<file path="src/verilog/ocm_params.svh">
// constants of the overcurrent trip monitor
`ifndef OCM_PARAMS_SVH
`define OCM_PARAMS_SVH

// ****************************************
// register map seen by the serial layer
// ****************************************
`define OCM_DATA_REG_ADDR 8'h00
`define OCM_CTRL_REG_ADDR 8'h06
`define OCM_CTRL_RESET 4'h0
`define OCM_CODE_MSB 3
`define OCM_CODE_LSB 0
`define OCM_CURRENT_MSB 8
`define OCM_CURRENT_LSB 0
`define OCM_SYNC_BIT 9
`define OCM_STICKY_BIT 10
`define OCM_LIVE_BIT 11

// ****************************************
// trip level table, percent of sensing range, code 15 first
// ****************************************
`define OCM_TRIP_PCT_TABLE {8'h92, 8'h8C, 8'h85, 8'h7F, 8'h78, 8'h72, 8'h6C, 8'h65, \
   8'h5F, 8'h58, 8'h52, 8'h4C, 8'h45, 8'h3F, 8'h38, 8'h32}
`define OCM_PCT_DIVISOR 100

// ****************************************
// timing
// ****************************************
`define OCM_CLK_PERIOD_NS 10
`define OCM_POWER_ON_TIME_NS 500000

`endif

</file>
<file path="src/verilog/ocm_pkg.sv">
// types of the overcurrent trip monitor
package ocm_pkg;
   typedef enum logic [0:0]
   {
      OCM_ST_POWERUP = 1'b0,
      OCM_ST_RUN = 1'b1
   } ocm_state_t;
endpackage

</file>
<file path="src/verilog/ocm_trip_level.sv">
// threshold code to trip level in measurement codes
`timescale 1ns/1ps
`include "ocm_params.svh"
module ocm_trip_level #(
   parameter int CurrWidth = 9,
   parameter int FullScale = 511
) (
   // threshold select
   input wire logic [3:0] thresholdCode,
   // trip level, one bit wider than a measurement to reach 146 percent
   output logic [CurrWidth:0] tripLevel
);
   localparam logic [127:0] PctTable = `OCM_TRIP_PCT_TABLE;

   function automatic logic [CurrWidth:0] levelOf(input logic [3:0] code);
      logic [31:0] prod;
      prod = 32'(PctTable[code * 8 +: 8]) * 32'(FullScale);
      return (CurrWidth + 1)'(prod / 32'(`OCM_PCT_DIVISOR));
   endfunction

   always_comb
   begin
      tripLevel = levelOf(thresholdCode);
   end
endmodule

</file>
<file path="src/verilog/ocm_monitor.sv">
// overcurrent trip monitor core: trip level, alert pin, live and sticky flags
// Overview of operation
// - The trip level is derived from a four-bit threshold code, each code a fixed share of the sensing range.
// - Codes 0 to 15 give 50,56,63,69,76,82,88,95,101,108,114,120,127,133,140 and 146 percent of range.
// - The active-low alert pin is driven low while the current is above the trip level.
// - The alert pin is released once the current drops below the trip level.
// - The live flag is 1 while the current is above the level and 0 while it is below.
// - The sticky flag sets when the current is above the level and clears only on a write of 1 while below.
// - Measurement, both flags and the alert pin are invalid until the power-on time has elapsed.
// - The threshold code lives in bits 3:0 of the control register at 0x06, read/write, default 0.
// - The live flag is bit 11 and the sticky flag bit 10 of the 24-bit data register at 0x00.
`timescale 1ns/1ps
`include "ocm_params.svh"
module ocm_monitor #(
   parameter int CurrWidth = 9,
   parameter int FullScale = 511,
   parameter int PowerOnCycles = (`OCM_POWER_ON_TIME_NS + `OCM_CLK_PERIOD_NS - 1) / `OCM_CLK_PERIOD_NS
) (
   // clock and reset
   input wire logic core_clk,
   input wire logic rst_n,
   // measurement from the converter
   input wire logic sampleValid,
   input wire logic [CurrWidth-1:0] sampleCode,
   // register actions decoded by the serial layer
   input wire logic ctrlWrite,
   input wire logic [7:0] ctrlWrData,
   input wire logic stickyClear,
   input wire logic dataRead,
   // register images
   output logic [7:0] ctrlRead,
   output logic [23:0] dataWord,
   // pin and status
   output logic alert_n,
   output logic liveFlag,
   output logic stickyFlag,
   output logic outputsValid
);
   localparam int CntWidth = $clog2(PowerOnCycles + 1);
   localparam logic [CntWidth-1:0] CntLast = CntWidth'(PowerOnCycles - 1);

   // ****************************************
   // power-on sequencing
   // ****************************************
   ocm_pkg::ocm_state_t state_q, state_d;
   logic [CntWidth-1:0] pwrCnt_q, pwrCnt_d;

   always_comb
   begin
      state_d = state_q;
      pwrCnt_d = pwrCnt_q;
      unique case (state_q)
         ocm_pkg::OCM_ST_POWERUP:
         begin
            if (pwrCnt_q == CntLast)
            begin
               state_d = ocm_pkg::OCM_ST_RUN;
            end
            else
            begin
               pwrCnt_d = pwrCnt_q + 1'b1;
            end
         end
         ocm_pkg::OCM_ST_RUN:
         begin
            pwrCnt_d = pwrCnt_q;
         end
      endcase
   end

   always_ff @(posedge core_clk or negedge rst_n)
   begin
      if (!rst_n)
      begin
         state_q <= ocm_pkg::OCM_ST_POWERUP;
         pwrCnt_q <= '0;
      end
      else
      begin
         state_q <= state_d;
         pwrCnt_q <= pwrCnt_d;
      end
   end

   wire logic running = (state_q == ocm_pkg::OCM_ST_RUN);

   // ****************************************
   // threshold control and trip level
   // ****************************************
   logic [3:0] code_q, code_d;
   logic [CurrWidth:0] level_q, level_d;
   logic [CurrWidth:0] tableLevel;

   ocm_trip_level #(
      .CurrWidth(CurrWidth),
      .FullScale(FullScale)
   ) u_level (
      .thresholdCode(code_q),
      .tripLevel(tableLevel)
   );

   always_comb
   begin
      code_d = code_q;
      if (ctrlWrite)
      begin
         code_d = ctrlWrData[`OCM_CODE_MSB:`OCM_CODE_LSB];
      end
      level_d = tableLevel;
   end

   always_ff @(posedge core_clk or negedge rst_n)
   begin
      if (!rst_n)
      begin
         code_q <= `OCM_CTRL_RESET;
         level_q <= '0;
      end
      else
      begin
         code_q <= code_d;
         level_q <= level_d;
      end
   end

   // ****************************************
   // measurement compare and flags
   // ****************************************
   logic [CurrWidth-1:0] curr_q, curr_d;
   logic live_q, live_d;
   logic sticky_q, sticky_d;
   logic sync_q, sync_d;
   logic alertN_q, alertN_d;
   logic [23:0] data_q, data_d;
   logic [7:0] ctrlImg_q, ctrlImg_d;
   logic above;
   logic below;

   always_comb
   begin
      above = {1'b0, curr_q} > level_q;
      below = {1'b0, curr_q} < level_q;
      curr_d = curr_q;
      live_d = live_q;
      sticky_d = sticky_q;
      sync_d = sync_q;
      if (running)
      begin
         if (sampleValid)
         begin
            curr_d = sampleCode;
         end
         if (above)
         begin
            live_d = 1'b1;
         end
         else if (below)
         begin
            live_d = 1'b0;
         end
         // sticky clear only below, set wins
         if (stickyClear && below)
         begin
            sticky_d = 1'b0;
         end
         if (above)
         begin
            sticky_d = 1'b1;
         end
         // new data outranks a read in the same cycle
         if (dataRead)
         begin
            sync_d = 1'b0;
         end
         if (sampleValid)
         begin
            sync_d = 1'b1;
         end
      end
      alertN_d = !live_d;
      data_d = '0;
      data_d[`OCM_CURRENT_MSB:`OCM_CURRENT_LSB] = 9'(curr_d);
      data_d[`OCM_SYNC_BIT] = sync_d;
      data_d[`OCM_STICKY_BIT] = sticky_d;
      data_d[`OCM_LIVE_BIT] = live_d;
      ctrlImg_d = {4'h0, code_d};
   end

   always_ff @(posedge core_clk or negedge rst_n)
   begin
      if (!rst_n)
      begin
         curr_q <= '0;
         live_q <= 1'b0;
         sticky_q <= 1'b0;
         sync_q <= 1'b0;
         alertN_q <= 1'b1;
         data_q <= 24'h000000;
         ctrlImg_q <= 8'h00;
      end
      else
      begin
         curr_q <= curr_d;
         live_q <= live_d;
         sticky_q <= sticky_d;
         sync_q <= sync_d;
         alertN_q <= alertN_d;
         data_q <= data_d;
         ctrlImg_q <= ctrlImg_d;
      end
   end

   assign alert_n = alertN_q;
   assign liveFlag = live_q;
   assign stickyFlag = sticky_q;
   assign dataWord = data_q;
   assign ctrlRead = ctrlImg_q;
   assign outputsValid = state_q;
endmodule

</file>
<file path="config.mk">
export PLATFORM = sky130hd
export DESIGN_NAME = ocm_monitor
export DESIGN_NICKNAME = d
export VERILOG_FILES = /design/src/verilog/ocm_pkg.sv /design/src/verilog/ocm_trip_level.sv /design/src/verilog/ocm_monitor.sv
export VERILOG_INCLUDE_DIRS = /design/src /design/src/verilog
export SDC_FILE = /design/constraint.sdc
export NUM_CORES = 1
export LEC_CHECK = 0
export BUFFER_PORTS_ARGS = -buffer_cell sky130_fd_sc_hd__buf_2
export CORE_ASPECT_RATIO = 1.75
export CORE_MARGIN = 2
export CORE_UTILIZATION = 64
export CTS_CLUSTER_DIAMETER = 40
export DETAILED_ROUTE_END_ITERATION = 6
export GPL_TIMING_DRIVEN = 0
export PLACE_DENSITY = 0.93
export REMOVE_ABC_BUFFERS = 1
export SYNTH_ARGS = -nofsm -noshare
export SYNTH_HDL_FRONTEND = slang
export SYNTH_SLANG_ARGS = --single-unit
</file>
<file path="constraint.sdc">
create_clock -name core_clk -period 21.8 [get_ports core_clk]
set_input_delay 4.36 -clock core_clk [delete_from_list [all_inputs] [get_ports core_clk]]
set_output_delay 4.36 -clock core_clk [all_outputs]
set_load 0.02 [all_outputs]
</file>
==> results.tsv <==
stage	metric	value	unit
synth	Post-synth top cells	inv_1 (77), nand2_1 (72), ha_1 (58)	
setup_path	Critical Path Start Type	register	
sta	Final Cycle Share	59.2	%
drt	TritonRoute pass-1 iters	5	
sta	Setup TNS	0	ns
sta	Pins Over Slew Limit	0	
setup_path	crit-path most repeated cell	inv_1	
global_route	first-pass GRT wire length	27600	µm
synth	Synth area leaders	dfrtp_1 (15%), ha_1 (10%), fa_1 (6.0%)	
floorplanning	die area	11800	µm²
setup_path	Crit. End Element	register	
finish	Fillers	804	
setup_path	reg2reg end	level_q[0]$_DFF_PN0_	
synth	Post-Syn Instances	808	
floorplanning	CORE AREA	10700	µm²
finish	P&R area growth vs syn	3.58	%
synth	Avg Cell Area, Syn	8.66	µm²
synth	#FFs+latches synth	44	
synth	Synth area leader	dfrtp_1	
global_route	grt total ovfl	0	
drt	Antenna Nets Post-Route	0	
drt	DRC	0	
flow_run	Max Cap Violations	0	
worst_hold_path	Hold Crit Class	reg2reg	
setup_path	Max FO, Critical Path	11	
cts	post-CTS resize count	0	
synth	Yosys warning count	0	
finish	nets@finish	929	
global_route	initial antenna violation count	0	
synth	post-synth top area share	15.4	%
floorplanning	Horiz. Die Dim	83.0	µm
synth	EDFF count, synth	0	
synth	most common cell in the netlist	inv_1	
global_route	vias in the first global route	6240	
synth	mapped cell area	7000	µm²
placed_design	Port Buffers	38	
cts	H-Tree Depth	2	
setup_path	crit path DAT	13.10	ns
global_route	largest net degree at the start of global routing	45	
cts	CTS Hold Bufs	0	
sta	RSZ-0062 raised after global routing	no	
global_route	total track usage	27.8	%
drt	Via-to-Cell Ratio	6.44	
setup_path	Setup crit start	ctrlRead[1]$_DFFE_PN0P_	
placed_design	Inst Count DP	950	
setup_path	Worst path slowest cell	o311ai_0	
sta	relative slew slack	28.4	%
run_status	status	complete, no violations	
setup_path	Crit path largest cell delay	0.92	ns
cts	CTS tree	done	
cts	Post-CTS Setup Bufs	0	
worst_hold_path	Hold Startpoint	pwrCnt_q[9]$_DFFE_PN0P_	
finish	Sequential Area	1100	µm²
sta	Final min period	12.92	ns
setup_path	Worst EP required	21.98	ns
placed_design	gpl congestion	0.961	
drt	wirelength, routed	16200	µm
placed_design	post-DP HPWL	12900	µm
synth	Async SR Flop Fraction	100	%
floorplanning	Starting Density	65.4	%
drt	vias	6168	
floorplanning	FP Rows	50	
finish	fin area	7250	µm²
cts	Clock Sink Count	44	
cts	clock slew at reported path FFs	0.06	ns
finish	final std cells w/o fill	958	
setup_path	reg2reg path depth	42	
finish	antenna cells	0	
finish	multi-input logic area	5330	µm²
setup_path	Reg2Reg Setup Slack	8.88	ns
drt	drt initial violations	356	
sta	Slew @ Worst Pin	1.07	ns
sta	Final setup viols	0	
sta	fmax	77.4	MHz
synth	Synth cell types	129	
synth	sequential cell area fraction in the yosys report	15.8	%
placed_design	placed instance area	7080	µm²
sta	Hold Fails Final Rpt	0	
drt	Avg WL per Cell	16.9	µm
setup_path	worst r2r src	ctrlRead[1]$_DFFE_PN0P_	
setup_path	worst setup path endpoint	level_q[0]$_DFF_PN0_	
synth	dominant synthesized flop cell	dfrtp_1	
finish	share of cells above drive strength 1	18.0	%
sta	Worst Clk Skew	0.00641	ns
cts	clock tree root buffer cell	clkbuf_16	
cts	clock buffer depth	2	
finish	Finished Core Util	67.8	%
floorplanning	chip height	142	µm
cts	total CTS buffers	5	
cts	clk_lat worst skew	0.29	ns
setup_path	Critical Setup Path Class	reg2reg	
floorplanning	io pins	59	
==> stage by stage <==
stage	hold WS [ns]	setup WS, ns
after global placement	0.458	9.42
final	0.487	8.88
after detailed placement	0.474	9.17
after CTS	0.487	9.14
after floorplan	0.445	10.72
after global routing	0.509	8.01
==> kinds of logic (layout without fill, tap and decap cells) <==
logic type,Yosys count,after routing,share of synthesized area [%]
muxes,26,26,4.13
xor gates and xnor gates,48,48,6.70
adders and majority gates,81,81,16.7
DFF,44,44,15.8
other,1,16,0.0536
AOI/OAI and AO/OA,244,244,29.2
buffers and inverters,121,126,8.90
and+or+nand+nor,243,243,18.6
==> worst min-delay path by stage <==
stage | to | slack, ns | cells after the start
after floorplan | pwrCnt_q[9]$_DFFE_PN0P_ | 0.44 | 1
after global placement | dataWord[9]$_DFFE_PN0P_ | 0.46 | 2
after detailed placement | pwrCnt_q[9]$_DFFE_PN0P_ | 0.47 | 1
after CTS | pwrCnt_q[9]$_DFFE_PN0P_ | 0.49 | 1
after global routing | pwrCnt_q[12]$_DFFE_PN0P_ | 0.51 | 1
final | pwrCnt_q[9]$_DFFE_PN0P_ | 0.49 | 1
==> placed cells by master (no fill, tap or decap), types with 4 or more instances in the layout <==
master	instances
a2111oi_0	4
a211oi_1	10
a21o_1	9
a21oi_1	39
a221oi_1	4
a31oi_1	10
and2_1	7
buf_2	38
clkbuf_16	5
conb_1	16
dfrtp_1	43
fa_1	21
ha_1	58
inv_1	77
mux2_2	15
mux2i_1	9
nand2_1	72
nand2b_1	11
nand3_1	16
nand4_1	9
nor2_1	50
nor2b_1	4
nor3_1	24
nor3b_1	4
o2111ai_1	5
o211a_1	4
o211ai_1	10
o211ai_2	5
o21a_1	13
o21ai_0	36
o21ai_1	6
o221ai_1	4
or3_1	6
xnor2_1	28
xor2_1	15
==> metal layers <==
metal / wire length, µm / vias to the layer above / track usage, %
met5: 0 / - / 0
met4: 867 / 0 / 16.7
met3: 479 / 72 / 1.86
met2: 9080 / 194 / 56.4
met1: 5750 / 2960 / 26.5
li1: - / 2942 / -
==> layout make-up <==
type,instances,area share [%]
clock inverter,2,0.483
inverter,80,4.14
clock buffer,6,1.78
timing repair buffer,38,2.62
tap,130,2.24
sequential,44,15.2
multi-input combinational,658,73.5
==> state kept, by name, indices dropped and copies added (netlist names) <==
register,cells
outputsValid,1
curr_q,8
ctrlRead,4
dataWord,4
pwrCnt_q,16
level_q,10
alert_n,1
==> worst max-delay path, delay by kind of cell (launching register included) <==
kind                       cells  cell delay, ns
AOI/OAI and AO/OA             20            6.11
adders and majority gates      7            3.16
buffers and inverters          7            0.72
DFF                            1            0.51
and+or+nand+nor                8            2.28
Power is not shown: default switching activity piles up to over one toggle a cycle in this logic, so the estimate is an artifact.
